File: src/verilog/cws_pkg.sv
// Constants and types shared by the control write sequencer files.
// Assumes a single 20 MHz clock and one register access per cycle.
package cws_pkg;

  // ----------------------------------------------------------------
  // Register addresses
  // ----------------------------------------------------------------
  localparam logic [7:0] ADDR_ENA_IDX = 8'h6c;
  localparam logic [7:0] ADDR_STEP_A = 8'h6d;
  localparam logic [7:0] ADDR_STEP_B = 8'h6e;
  localparam logic [7:0] ADDR_LAUNCH = 8'h6f;
  localparam logic [7:0] ADDR_STATUS = 8'h70;

  // ----------------------------------------------------------------
  // Field positions
  // ----------------------------------------------------------------
  localparam int ENA_BIT = 8;
  localparam int LOAD_IDX_HI = 4;
  localparam int WIDTH_HI = 14;
  localparam int WIDTH_LO = 12;
  localparam int LSB_HI = 11;
  localparam int LSB_LO = 8;
  localparam int TADDR_HI = 7;
  localparam int EOS_BIT = 14;
  localparam int DELAY_HI = 11;
  localparam int DELAY_LO = 8;
  localparam int VALUE_HI = 7;
  localparam int ABORT_BIT = 9;
  localparam int LAUNCH_BIT = 8;
  localparam int LAUNCH_IDX_HI = 5;
  localparam int RECENT_HI = 9;
  localparam int RECENT_LO = 4;
  localparam int BUSY_BIT = 0;

  // ----------------------------------------------------------------
  // Sequence memory map
  // ----------------------------------------------------------------
  localparam int RAM_DEPTH = 32;
  localparam int ROM_DEPTH = 17;
  localparam logic [5:0] ROM_FIRST = 6'h20;
  localparam logic [5:0] ROM_LAST = 6'h30;

  // ----------------------------------------------------------------
  // Reset values
  // ----------------------------------------------------------------
  localparam logic RST_ENABLE = 1'b0;
  localparam logic [4:0] RST_LOAD_IDX = 5'h00;
  localparam logic [14:0] RST_STEP_A = 15'h0000;
  localparam logic [12:0] RST_STEP_B = 13'h0000;
  localparam logic [5:0] RST_IDX = 6'h00;
  localparam logic [15:0] RST_WORD = 16'h0000;

  // ----------------------------------------------------------------
  // Step timing
  // ----------------------------------------------------------------
  localparam real STEP_UNIT_US = 62.5;
  localparam real CLK_PERIOD_NS = 50.0;
  localparam int STEP_UNIT_CYCLES = int'(STEP_UNIT_US * 1000.0 / CLK_PERIOD_NS);
  localparam logic [15:0] DELAY_BASE_UNITS = 16'h0008;

  // ----------------------------------------------------------------
  // Step layout
  // ----------------------------------------------------------------
  typedef struct packed {
    logic eos;
    logic [3:0] delay;
    logic [7:0] value;
    logic [2:0] width;
    logic [3:0] lsb;
    logic [7:0] addr;
  } cws_step_t;

  localparam int STEP_BITS = 28;
  // Default fixed entry: a harmless one-bit write that ends the sequence
  localparam logic [STEP_BITS-1:0] ROM_FILL_STEP = 28'h8000000;

endpackage

File: src/verilog/cws_seq_if.sv
// Carrier between the sequencer core, its step memory and its step timer.
// Assumes all three parts run on the same clock.
interface cws_seq_if;
  logic ld_en;
  logic [4:0] ld_idx;
  cws_pkg::cws_step_t ld_step;
  logic [5:0] rd_idx;
  cws_pkg::cws_step_t rd_step;
  logic rd_valid;
  logic tm_start;
  logic [3:0] tm_code;
  logic tm_done;

  modport core (
    output ld_en, ld_idx, ld_step, rd_idx, tm_start, tm_code,
    input rd_step, rd_valid, tm_done
  );
  modport store (
    input ld_en, ld_idx, ld_step, rd_idx,
    output rd_step, rd_valid
  );
  modport timer (
    input tm_start, tm_code,
    output tm_done
  );
endinterface

File: src/verilog/cws_step_store.sv
// Step memory: 32 loadable entries followed by 17 fixed entries.
// Assumes loads and reads come from the core on the same clock.
module cws_step_store #(
  parameter logic [cws_pkg::ROM_DEPTH*cws_pkg::STEP_BITS-1:0] ROM_IMAGE =
    {cws_pkg::ROM_DEPTH{cws_pkg::ROM_FILL_STEP}}
) (
  input wire logic mclk,
  input wire logic rst_n,
  cws_seq_if.store sif
);

  cws_pkg::cws_step_t ram [cws_pkg::RAM_DEPTH];
  logic [4:0] rom_sel;

  // ----------------------------------------------------------------
  // Loadable entries
  // ----------------------------------------------------------------
  for (genvar i = 0; i < cws_pkg::RAM_DEPTH; i++)
  begin : g_ram
    always_ff @(posedge mclk or negedge rst_n)
    begin
      if (!rst_n)
        ram[i] <= '0;
      else if (sif.ld_en && sif.ld_idx == 5'(i))
        ram[i] <= sif.ld_step;
    end
  end

  // ----------------------------------------------------------------
  // Read side
  // ----------------------------------------------------------------
  assign rom_sel = 5'(sif.rd_idx - cws_pkg::ROM_FIRST);

  always_comb
  begin
    sif.rd_valid = (sif.rd_idx <= cws_pkg::ROM_LAST);
    if (sif.rd_idx < cws_pkg::ROM_FIRST)
      sif.rd_step = ram[sif.rd_idx[4:0]];
    else if (sif.rd_idx <= cws_pkg::ROM_LAST)
      sif.rd_step = cws_pkg::cws_step_t'(
        ROM_IMAGE[rom_sel*cws_pkg::STEP_BITS +: cws_pkg::STEP_BITS]);
    else
      sif.rd_step = '0;
  end

endmodule

File: src/verilog/cws_step_timer.sv
// Step timer: measures the whole period of one step from its start pulse.
// Assumes the start pulse lasts one cycle; a new start reloads the count.
module cws_step_timer #(
  parameter int UNIT_CYCLES = cws_pkg::STEP_UNIT_CYCLES
) (
  input wire logic mclk,
  input wire logic rst_n,
  cws_seq_if.timer sif
);

  logic [15:0] units;
  logic [31:0] remain;
  logic running;

  // Step length in units of UNIT_CYCLES
  assign units = 16'(16'h0001 << sif.tm_code) + cws_pkg::DELAY_BASE_UNITS;

  // Period is UNIT_CYCLES * (2^code + 8) cycles from one start to the next;
  // the start cycle and the done cycle are part of it, hence the two taken off
  always_ff @(posedge mclk or negedge rst_n)
  begin
    if (!rst_n)
    begin
      remain <= 32'h00000000;
      running <= 1'b0;
    end
    else if (sif.tm_start)
    begin
      remain <= 32'(UNIT_CYCLES) * {16'h0000, units} - 32'h00000002;
      running <= 1'b1;
    end
    else if (running)
    begin
      if (remain == 32'h00000000)
        running <= 1'b0;
      else
        remain <= remain - 32'h00000001;
    end
  end

  assign sif.tm_done = running && remain == 32'h00000000;

endmodule

File: src/verilog/cws_sequencer.sv
// Control write sequencer: step registers, launch control, step execution.
// Assumes the serial control interface delivers decoded register accesses
// on mclk, and the control register file answers a read address in the
// same cycle (ctl_rdata follows ctl_raddr combinationally).

// How it works
// - Sequencer runs only while the enable bit is one.
// - Any update of either step register copies the step into the indexed RAM entry.
// - Width code plus one gives the written field width, one to eight bits.
// - Position field places the field LSB at bit zero to fifteen.
// - Each step targets the control register addressed by its 8-bit address field.
// - A step carrying the last marker stops the sequencer after it runs.
// - Each step lasts 62.5 us times two to the wait code plus eight.
// - Value bits above the configured width are ignored.
// - Writing one to abort stops the run at once and frees the bus.
// - Writing one to launch starts execution at the launch index.
// - Steps run consecutively until a step with the last marker, or fixed entry 48, completes.
// - The launch bit clears itself when the sequence completes.
// - Index 0-31 are RAM, 32-48 fixed entries, 49-63 reserved.
// - Status bits 9:4 show the most recently accessed entry index.
// - Status bit 0 reads one while running, zero when idle.
// - Control register writes from the host are refused while running.
module cws_sequencer #(
  parameter int UNIT_CYCLES = cws_pkg::STEP_UNIT_CYCLES,
  parameter logic [cws_pkg::ROM_DEPTH*cws_pkg::STEP_BITS-1:0] ROM_IMAGE =
    {cws_pkg::ROM_DEPTH{cws_pkg::ROM_FILL_STEP}}
) (
  input wire logic mclk,
  input wire logic rst_n,
  input wire logic host_wr,
  input wire logic host_rd,
  input wire logic [7:0] host_addr,
  input wire logic [15:0] host_wdata,
  output logic [15:0] host_rdata,
  output logic ctl_wr,
  output logic [7:0] ctl_addr,
  output logic [15:0] ctl_wdata,
  output logic [7:0] ctl_raddr,
  input wire logic [15:0] ctl_rdata,
  output logic ctl_locked
);

  // ----------------------------------------------------------------
  // Declarations
  // ----------------------------------------------------------------
  typedef enum logic [3:0] {
    ST_IDLE = 4'b0001,
    ST_FETCH = 4'b0010,
    ST_MERGE = 4'b0100,
    ST_WAIT = 4'b1000
  } cws_state_t;

  cws_state_t state;
  cws_state_t next_state;

  logic seq_enable;
  logic [4:0] step_load_index;
  logic [14:0] step_a;
  logic [12:0] step_b;
  logic seq_launch;
  logic [5:0] seq_launch_index;
  logic [5:0] seq_recent_index;
  logic seq_running;
  logic [5:0] cur_idx;
  cws_pkg::cws_step_t cur_step;
  logic load_pending;

  logic wr_ena;
  logic wr_step_a;
  logic wr_step_b;
  logic wr_launch;
  logic own_addr;
  logic abort_req;
  logic launch_req;
  logic launch_ok;
  logic stop_now;
  logic step_finish;
  logic seq_done;

  logic [7:0] field_mask;
  logic [15:0] place_mask;
  logic [15:0] place_data;
  logic [15:0] merged;

  cws_seq_if sif ();

  // ----------------------------------------------------------------
  // Access decode
  // ----------------------------------------------------------------
  assign own_addr = host_addr >= cws_pkg::ADDR_ENA_IDX && host_addr <= cws_pkg::ADDR_STATUS;
  // Only the launch register stays writable while running, so abort works
  assign wr_ena = host_wr && host_addr == cws_pkg::ADDR_ENA_IDX && !seq_running;
  assign wr_step_a = host_wr && host_addr == cws_pkg::ADDR_STEP_A && !seq_running;
  assign wr_step_b = host_wr && host_addr == cws_pkg::ADDR_STEP_B && !seq_running;
  assign wr_launch = host_wr && host_addr == cws_pkg::ADDR_LAUNCH;

  assign abort_req = wr_launch && host_wdata[cws_pkg::ABORT_BIT];
  assign launch_req = wr_launch && host_wdata[cws_pkg::LAUNCH_BIT] && !seq_running;
  // Reserved indices and a disabled sequencer make the launch a no-op
  assign launch_ok = launch_req && !abort_req && seq_enable
    && host_wdata[cws_pkg::LAUNCH_IDX_HI:0] <= cws_pkg::ROM_LAST;
  // Enable writes are refused while running, so only an abort stops a run here
  assign stop_now = abort_req || !seq_enable;

  // ----------------------------------------------------------------
  // Configuration registers
  // ----------------------------------------------------------------
  always_ff @(posedge mclk or negedge rst_n)
  begin
    if (!rst_n)
    begin
      seq_enable <= cws_pkg::RST_ENABLE;
      step_load_index <= cws_pkg::RST_LOAD_IDX;
    end
    else if (wr_ena)
    begin
      seq_enable <= host_wdata[cws_pkg::ENA_BIT];
      step_load_index <= host_wdata[cws_pkg::LOAD_IDX_HI:0];
    end
  end

  always_ff @(posedge mclk or negedge rst_n)
  begin
    if (!rst_n)
      step_a <= cws_pkg::RST_STEP_A;
    else if (wr_step_a)
      step_a <= host_wdata[cws_pkg::WIDTH_HI:0];
  end

  always_ff @(posedge mclk or negedge rst_n)
  begin
    if (!rst_n)
      step_b <= cws_pkg::RST_STEP_B;
    else if (wr_step_b)
      step_b <= {host_wdata[cws_pkg::EOS_BIT], host_wdata[cws_pkg::DELAY_HI:0]};
  end

  // Copy into the sequence RAM one cycle after either step register changes
  always_ff @(posedge mclk or negedge rst_n)
  begin
    if (!rst_n)
      load_pending <= 1'b0;
    else
      load_pending <= wr_step_a || wr_step_b;
  end

  assign sif.ld_en = load_pending;
  assign sif.ld_idx = step_load_index;
  assign sif.ld_step = {step_b[12], step_b[11:8], step_b[7:0],
    step_a[14:12], step_a[11:8], step_a[7:0]};

  always_ff @(posedge mclk or negedge rst_n)
  begin
    if (!rst_n)
      seq_launch_index <= cws_pkg::RST_IDX;
    else if (wr_launch && !seq_running)
      seq_launch_index <= host_wdata[cws_pkg::LAUNCH_IDX_HI:0];
  end

  // Launch bit: set by an accepted launch, cleared on completion or stop
  always_ff @(posedge mclk or negedge rst_n)
  begin
    if (!rst_n)
      seq_launch <= 1'b0;
    else if (launch_ok)
      seq_launch <= 1'b1;
    else if (seq_done || (seq_running && stop_now))
      seq_launch <= 1'b0;
  end

  // ----------------------------------------------------------------
  // Step execution
  // ----------------------------------------------------------------
  assign step_finish = state == ST_WAIT && sif.tm_done;
  // Last marker, or finishing the final fixed entry, ends the sequence
  assign seq_done = step_finish && (cur_step.eos || cur_idx == cws_pkg::ROM_LAST);

  always_comb
  begin
    next_state = state;
    unique case (state)
      ST_IDLE:
        if (launch_ok)
          next_state = ST_FETCH;
      ST_FETCH:
        next_state = ST_MERGE;
      ST_MERGE:
        next_state = ST_WAIT;
      ST_WAIT:
        if (seq_done)
          next_state = ST_IDLE;
        else if (step_finish)
          next_state = ST_FETCH;
      default:
        next_state = ST_IDLE;
    endcase
    if (state != ST_IDLE && stop_now)
      next_state = ST_IDLE;
  end

  always_ff @(posedge mclk or negedge rst_n)
  begin
    if (!rst_n)
      state <= ST_IDLE;
    else
      state <= next_state;
  end

  always_ff @(posedge mclk or negedge rst_n)
  begin
    if (!rst_n)
      seq_running <= 1'b0;
    else
      seq_running <= next_state != ST_IDLE;
  end

  always_ff @(posedge mclk or negedge rst_n)
  begin
    if (!rst_n)
      cur_idx <= cws_pkg::RST_IDX;
    else if (launch_ok)
      cur_idx <= host_wdata[cws_pkg::LAUNCH_IDX_HI:0];
    else if (step_finish)
      cur_idx <= cur_idx + 6'h01;
  end

  assign sif.rd_idx = cur_idx;
  assign sif.tm_start = state == ST_FETCH;
  assign sif.tm_code = sif.rd_step.delay;

  // Latch the step and present the target address for the read half
  always_ff @(posedge mclk or negedge rst_n)
  begin
    if (!rst_n)
    begin
      cur_step <= '0;
      seq_recent_index <= cws_pkg::RST_IDX;
    end
    else if (state == ST_FETCH)
    begin
      cur_step <= sif.rd_step;
      seq_recent_index <= cur_idx;
    end
  end

  always_ff @(posedge mclk or negedge rst_n)
  begin
    if (!rst_n)
      ctl_raddr <= 8'h00;
    else if (state == ST_FETCH)
      ctl_raddr <= sif.rd_step.addr;
  end

  // Field merge; bits placed above bit 15 fall off the register
  assign field_mask = 8'(8'hff >> (3'h7 - cur_step.width));
  assign place_mask = 16'({8'h00, field_mask} << cur_step.lsb);
  assign place_data = 16'({8'h00, cur_step.value & field_mask} << cur_step.lsb);
  assign merged = (ctl_rdata & ~place_mask) | place_data;

  // ----------------------------------------------------------------
  // Control register write port
  // ----------------------------------------------------------------
  always_ff @(posedge mclk or negedge rst_n)
  begin
    if (!rst_n)
    begin
      ctl_wr <= 1'b0;
      ctl_addr <= 8'h00;
      ctl_wdata <= cws_pkg::RST_WORD;
    end
    else if (state == ST_MERGE && !stop_now)
    begin
      ctl_wr <= 1'b1;
      ctl_addr <= cur_step.addr;
      ctl_wdata <= merged;
    end
    else if (host_wr && !own_addr && !seq_running)
    begin
      ctl_wr <= 1'b1;
      ctl_addr <= host_addr;
      ctl_wdata <= host_wdata;
    end
    else
      ctl_wr <= 1'b0;
  end

  always_ff @(posedge mclk or negedge rst_n)
  begin
    if (!rst_n)
      ctl_locked <= 1'b0;
    else
      ctl_locked <= next_state != ST_IDLE;
  end

  // ----------------------------------------------------------------
  // Register readback
  // ----------------------------------------------------------------
  always_ff @(posedge mclk or negedge rst_n)
  begin
    if (!rst_n)
      host_rdata <= cws_pkg::RST_WORD;
    else if (host_rd)
    begin
      unique case (host_addr)
        cws_pkg::ADDR_ENA_IDX:
          host_rdata <= {7'h00, seq_enable, 3'h0, step_load_index};
        cws_pkg::ADDR_STEP_A:
          host_rdata <= {1'b0, step_a};
        cws_pkg::ADDR_STEP_B:
          host_rdata <= {1'b0, step_b[12], 2'h0, step_b[11:0]};
        cws_pkg::ADDR_LAUNCH:
          host_rdata <= {6'h00, 1'b0, seq_launch, 2'h0, seq_launch_index};
        cws_pkg::ADDR_STATUS:
          host_rdata <= {6'h00, seq_recent_index, 3'h0, seq_running};
        default:
          host_rdata <= cws_pkg::RST_WORD;
      endcase
    end
  end

  // ----------------------------------------------------------------
  // Step memory and step timer
  // ----------------------------------------------------------------
  cws_step_store #(
    .ROM_IMAGE(ROM_IMAGE)
  ) u_store (
    .mclk(mclk),
    .rst_n(rst_n),
    .sif(sif.store)
  );

  cws_step_timer #(
    .UNIT_CYCLES(UNIT_CYCLES)
  ) u_timer (
    .mclk(mclk),
    .rst_n(rst_n),
    .sif(sif.timer)
  );

endmodule

File: config.mk
export PLATFORM = sky130hd
export DESIGN_NAME = cws_sequencer
export DESIGN_NICKNAME = d
export VERILOG_FILES = /design/src/verilog/cws_pkg.sv /design/src/verilog/cws_seq_if.sv /design/src/verilog/cws_step_store.sv /design/src/verilog/cws_step_timer.sv /design/src/verilog/cws_sequencer.sv
export SDC_FILE = /design/constraint.sdc
export NUM_CORES = 2
export LEC_CHECK = 0
export BUFFER_PORTS_ARGS = -buffer_cell sky130_fd_sc_hd__buf_2
export CORE_ASPECT_RATIO = 1.4
export CORE_MARGIN = 2
export CORE_UTILIZATION = 38
export DETAILED_ROUTE_END_ITERATION = 12
export HOLD_SLACK_MARGIN = 0.1
export PLACE_DENSITY = 0.54
export SLEW_MARGIN = 20
export SYNTH_ARGS = -nofsm -noshare
export SYNTH_HDL_FRONTEND = slang
export SYNTH_SLANG_ARGS = --single-unit
File: constraint.sdc
create_clock -name mclk -period 8.3 [get_ports mclk]
set_input_delay 1.66 -clock mclk [delete_from_list [all_inputs] [get_ports mclk]]
set_output_delay 1.66 -clock mclk [all_outputs]
set_load 0.01 [all_outputs]
* Word level (Yosys, flattened, before mapping)
Index checks and enable logic that the tools add are counted.
Widths: inputs -> output; s select.
** Storage, ports and cells
- Register bits :: 1053
- Input port bits :: 44
- Output and inout port bits :: 50
- Logic and storage cells :: 380
** Cells by class
- $add $sub $neg :: 6
- $mul :: 2
- $lt $le $gt $ge :: 6
- Eq/ne operators :: 44
- Shift operators :: 5
- Muxes and demuxes :: 27
- Bitwise gates (word level) :: 5
- Reductions and logical operators :: 71
** Operators with widths (number)
- $shiftx 476x11->28 const A :: 1
- $bmux 28 s5 :: 1
- $mux 28 :: 4
- $mux 32 :: 3
- $eq 5x5->1 const B :: 16
- $pmux 15 s5 :: 1
- $logic_and 1x1->1 :: 55
- $eq 5x4->1 const B :: 8
- $eq 8x7->1 const B :: 5
- $logic_not 32->1 :: 1
- $mux 16 :: 2
- $shl 8x4->16 :: 2
- $sub 32x1->32 const B :: 1
- $sub 27x2->28 const B :: 1
- $mul 10x16->26 const A :: 1
- $eq 5x3->1 const B :: 4
- $add 16x4->16 const B :: 1
- $and 16x16->16 :: 1
- $mux 4 :: 4
- $mux 8 :: 2
- $not 16->16 :: 1
- $or 16x16->16 :: 1
- $pmux 4 s4 :: 1
- $shl 1x4->16 const A :: 1
- other kinds (28) :: 48

* Depth between registers and ports, before layout
- Depth after elaboration :: 11
- Mapped depth :: 32
- Mapped depth without buffers :: 27

* By module
Synthesis repeated with hierarchy kept, for this count alone.
** Unflattened totals
- Cell total of the unflattened synthesis :: 3684
- Area, all modules :: 52532.9 µm²
** By module, submodules not included
- cws_step_store :: times used 1, cells an instance 2393, area each 40392.5 µm², sequential area each 22421.5 µm²
- cws_sequencer :: times used 1, cells an instance 634, area each 6662.6 µm², sequential area each 3079.2 µm²
- cws_step_timer :: times used 1, cells an instance 657, area each 5477.8 µm², sequential area each 825.8 µm²

* Worst setup path after synthesis
No wires, ideal clock.
- Path kind :: register to register
- Start point :: register cur_idx[0]
- End point :: register u_timer.remain[28]
- Library setup time :: 94 ps
- Arrival :: 7858 ps
- Required time :: 8206 ps
- Slack :: 348 ps
- Stages on the path, launching flop included :: 33
- Buffers on the path :: 5
- Period minus slack after synthesis :: 7952 ps
- Path through :: dfrtp_1 > buf_6 > buf_8 > buf_2 > mux4_2 > a22oi_1 > nand4_1 > nand2_1 > buf_2 > nand3_1 > nand2b_1 > inv_1 > ha_1 > xnor2_1 > inv_1 > fa_1 > ha_1 > inv_1 > fa_1 > inv_1 > ha_1 > fa_1 > ha_1 > buf_2 > and3_4 > a211oi_2 > a211o_1 > nand3_1 > xnor2_1 > nand4b_4 > or3_1 > or4_1 > a211oi_1
** Between the ends
- Longest elaborated chain between the ends :: 10
- Elaborated cells on any way between the ends :: 16
- Those cells by class :: add/sub (3); mul (2); order compare (2); shift (2); mux (6); bitwise (1)
** Ends and longest elaborated chain
- start, declared :: RTL line cws_sequencer.sv:64 : logic [5:0] cur_idx;
- start signal, assigned :: RTL line cws_sequencer.sv:220 : cur_idx <= cws_pkg::RST_IDX;
- start signal, assigned :: RTL line cws_sequencer.sv:222 : cur_idx <= host_wdata[cws_pkg::LAUNCH_IDX_HI:0];
- start signal, assigned :: RTL line cws_sequencer.sv:224 : cur_idx <= cur_idx + 6'h01;
- $sub 5x1->5 / $not 5->6 (equally long branches) :: RTL line cws_step_store.sv:32, cws_step_store.sv:38
- $mul 5x3->8 / $bmux 28 s5 (equally long branches) :: RTL line cws_step_store.sv:41, cws_step_store.sv:38
- $shiftx 476x11->28 / $mux 28 (equally long branches) :: RTL line cws_step_store.sv:41, cws_step_store.sv:38
- $mux 28, on equally long branches :: RTL line cws_step_store.sv:39, cws_step_store.sv:38
- $mux 28 (*) :: RTL line cws_step_store.sv:37 : if (sif.rd_idx < cws_pkg::ROM_FIRST)
- $shl 1x4->16 (*) :: RTL line cws_step_timer.sv:16 : assign units = 16'(16'h0001 << sif.tm_code) + cws_pkg::DELAY_BASE_UNITS;
- $add 16x4->16 (*) :: RTL line cws_step_timer.sv:16
- $mul 10x16->26 (*) :: RTL line cws_step_timer.sv:29 : remain <= 32'(UNIT_CYCLES) * {16'h0000, units} - 32'h00000002;
- $sub 27x2->28 (*) :: RTL line cws_step_timer.sv:29
- $mux 32 (*) :: RTL line cws_step_timer.sv:27 : else if (sif.tm_start)
- end signal, assigned :: RTL line cws_step_timer.sv:29
- end signal, assigned :: RTL line cws_step_timer.sv:37 : remain <= remain - 32'h00000001;
- end, declared :: RTL line cws_step_timer.sv:12 : logic [31:0] remain;
Every way passes the cells marked *; elsewhere a longest branch is shown, timed or not. The select of a mux whose other input is x is not followed.
A chain may end at the register's enable or synchronous reset.

* Worst setup path after layout
- Start point :: register cur_idx[0]
- End point :: register u_timer.remain[30]
Same word-level chain as after synthesis.

==> flow_summary.yaml <==
routing:
  finalWirelength_um: 148000
  wire_per_inst_um: 26.50
  vias: 31289
  via_per_inst: 5.600
  drtAntennaViolNets: 0
  top_layer_used: "met4"
  dr.first_iter.drc_count: 2066
  wl_met1_um: 60140
  wl_met2_um: 78100
  drc: 0
  wl_met3_um: 4415
  drt_first_pass_iters: 6
sta:
  period_minus_slack_ns: 7.877
  max-slew-margin-rel_pct: 25.74
  setup_viol: 0
  worstMarginPinSlew_ns: 1.111
  setup_ws_ns: 0.4234
  slew_violations: 0
  skew_ns: 0.05659
  finalCritPeriodShare_pct: 94.90
  hold_viol_final: 0
  rsz0062_at_grt: "no"
  totalNegativeSetupSlack_ns: 0
  fmax_mhz: 127.0
die:
  die_y_um: 441.4
  io_pins: 94
  die_w_um: 316.4
  die-area_um2: 139700
  core_um2: 135700
  core.rowCount: 160
  start_util_pct: 38.26
finish:
  utilization_pct: 42.97
  final_cell_area_um2: 58320
  nets: 3879
  area_growth_pct: 12.32
  final_common_cell: "dfrtp_1"
  final_cell_mix: "dfrtp_1 (1029), mux2_2 (941), mux4_2 (275), nand2_1 (167), buf_4 (120)"
  fill_cells: 12429
  drive_gt1_share_pct: 44.54
  layout.cells.non_filler: 5587
placed_design:
  port-buffer-count: 92
  place_ws_ns: 0.05951
  dp.cells: 5389
  dpl_cell_area_um2: 54560
  post-dp-hpwl_um: 94490
  routabilityCongestion: 0.8519
clock_tree:
  htree_levels: 3
  cts_made_buffers: 108
  cts-root-buf: "clkbuf_16"
  clock_sinks: 1052
  hold_buffers: 0
  clock_latency_ns: 0.75
  clock_path_buffers: 3
  cts_tree: "built"
  clk_pin_slew_ns: 0.06
pwr:
  power_frac_seq_pct: 49.8
  p_comb_share_pct: 2.2
  clkPwrFrac_pct: 48.0
  switching_share_pct: 22.82
  leakage_nw: 28.28
  p_per_area_nw_per_um2: 179.6
  ir_drop_v: 0.0001473
  switchingPower_mw: 2.389
  p_int_mw: 8.083
synth:
  synth_edf_count: 0
  synth.area.top_cells: "dfrtp_1 (51%), mux2_2 (20%), mux4_2 (12%)"
  synth_fp_nets: 3851
  ys_warn_count: 0
  postSynthCellCount: 3695
  synthesis.area_um2: 51920
  ys.flop_type: "dfrtp_1"
  ys_ff_latch: 1052
  synthDistinctLibCells: 92
  synthArstFlopShare_pct: 100.0
  synth_top_cell_by_area: "dfrtp_1"
  ys_seq_area_share_pct: 50.70
  syn_area_per_cell_um2: 14.05
  synth.top_cell.area_share_pct: 50.65
global_route:
  antenna_found_initial: 2
  grt-ovfl-total: 0
  grt_pass1_vias: 32900
  grt_max_degree: 158
  grt_usage_pct: 21.57
  grt_pass1_wl_um: 222600
critical_path:
  cp.required_ns: 8.96
  cp_max_fo: 13
  crit_path_frequent_cell: "inv_1"
  cp_num_buf_inv: 5
  critPathArrivalTime_ns: 8.53
  startpoint_type: "flop"
  crit_family: "adder cells"
  crit_path_top_delay_cell: "or4_1"
  crit_path_max_incr_delay_ns: 0.60
  criticalPathCategory: "flop to flop"
  critPathCaptureType: "flop"
status:
  status: "finished, final reports clean"
min_path:
  hold_class: "flop to flop"
run:
  cap_violations: 0
-- synth_stat cells (all sizes together), types with 29 or more instances --
| library cell | instances |
|---|---|
| dfrtp | 1051 |
| mux2 | 941 |
| mux4 | 275 |
| clkbuf | 253 |
| nand2 | 177 |
| nor2 | 104 |
| inv | 95 |
| o21ai | 91 |
| ha | 79 |
| a21oi | 54 |
| buf | 50 |
| nor3 | 40 |
| nand3 | 38 |
| a31oi | 36 |
| mux2i | 34 |
| fa | 33 |
| xnor2 | 31 |
| xor2 | 29 |
-- final cells by class --
class | instances | area (um2) | share of cell area (%)
repair buffers | 221 | 1559 | 2.673
diodes | 2 | 5.005 | 0.008582
inverters | 96 | 360.3 | 0.6179
clock inverters | 30 | 490.5 | 0.8410
clock buffers | 160 | 3149 | 5.400
flip-flops and latches | 1052 | 26360 | 45.21
well taps | 1782 | 2230 | 3.823
multi-input cells | 2244 | 24160 | 41.43
-- worst reg2reg max path: cells and delay by family, from the launching register on --
family / cells / cell delay, ns
flops: 1 / 0.59
xor+xnor: 1 / 0.24
buf+inv: 5 / 0.48
compound gates: 5 / 1.26
fa+ha+maj: 7 / 2.55
mux: 1 / 0.33
simple gates: 9 / 2.35
-- registers in the layout, indices dropped and copies added, names as in the netlist --
name	flops
u_store.ram	896
u_timer.remain	32
ctl_wdata	16
cur_step	16
host_rdata	15
step_a	15
step_b	13
ctl_addr	8
ctl_raddr	8
cur_idx	6
seq_launch_index	6
seq_recent_index	6
sif.ld_idx	5
state	4
ctl_locked	1
ctl_wr	1
load_pending	1
seq_enable	1
seq_launch	1
u_timer.running	1
-- power by group through the flow --
| stage | Combinational (mW) | Sequential [mW] | Clock (mW) |
|---|---|---|---|
| 2_1_floorplan | 0.0858 | 5.27 | 0 |
| 3_3_place_gp | 0.239 | 5.31 | 0 |
| 3_5_place_dp | 0.239 | 5.31 | 0 |
| 4_1_cts | 0.240 | 5.21 | 5.14 |
| 5_1_grt | 0.261 | 5.22 | 5.35 |
| 6_report | 0.230 | 5.21 | 5.03 |
-- final timing paths --
check / slack, ns / start / endpoint / depth (start not counted)
max: 0.42 / cur_idx[0] / u_timer.remain[30] / 28
min: 0.47 / cur_step[27] / cur_step[27] / 2
max reg2reg: 0.42 / cur_idx[0] / u_timer.remain[30] / 28
min reg2reg: 0.47 / cur_step[27] / cur_step[27] / 2
max in group asynchronous: 5.48 / rst_n / u_store.ram[169] / 3
min in group asynchronous: 0.93 / rst_n / u_store.ram[773] / 1
-- metal layers --
metal | up-vias | global-route usage (%)
li1 | 13639 | -
met1 | 16904 | 26.47
met2 | 536 | 38.77
met3 | 210 | 2.573
met4 | 0 | 8.034
met5 | - | 0
-- logic make-up after synthesis --
family                     Yosys count  share of synthesized area [%]
DFF                               1052                          50.70
adders and majority gates          114                          3.214
muxes                             1250                          32.99
AOI/OAI and AO/OA                  317                          4.002
other                                1                       0.007222
xor gates and xnor gates            60                          1.012
and+or+nand+nor                    502                          4.901
buffers and inverters              399                          3.171
-- through the flow --
stage | hold WS [ns] | total power [mW]
6_report | 0.4678 | 10.47
5_1_grt | 0.5046 | 10.83
4_1_cts | 0.4701 | 10.59
3_5_place_dp | 0.4576 | 5.547
3_3_place_gp | 0.4549 | 5.547
2_1_floorplan | 0.4395 | 5.352
-- timing repair --
action,4_1_cts,5_1_grt
resized for setup,0,10
setup buffers,0,6
setup endpoints to repair,0,9
Power figures use the tool's default switching activity.
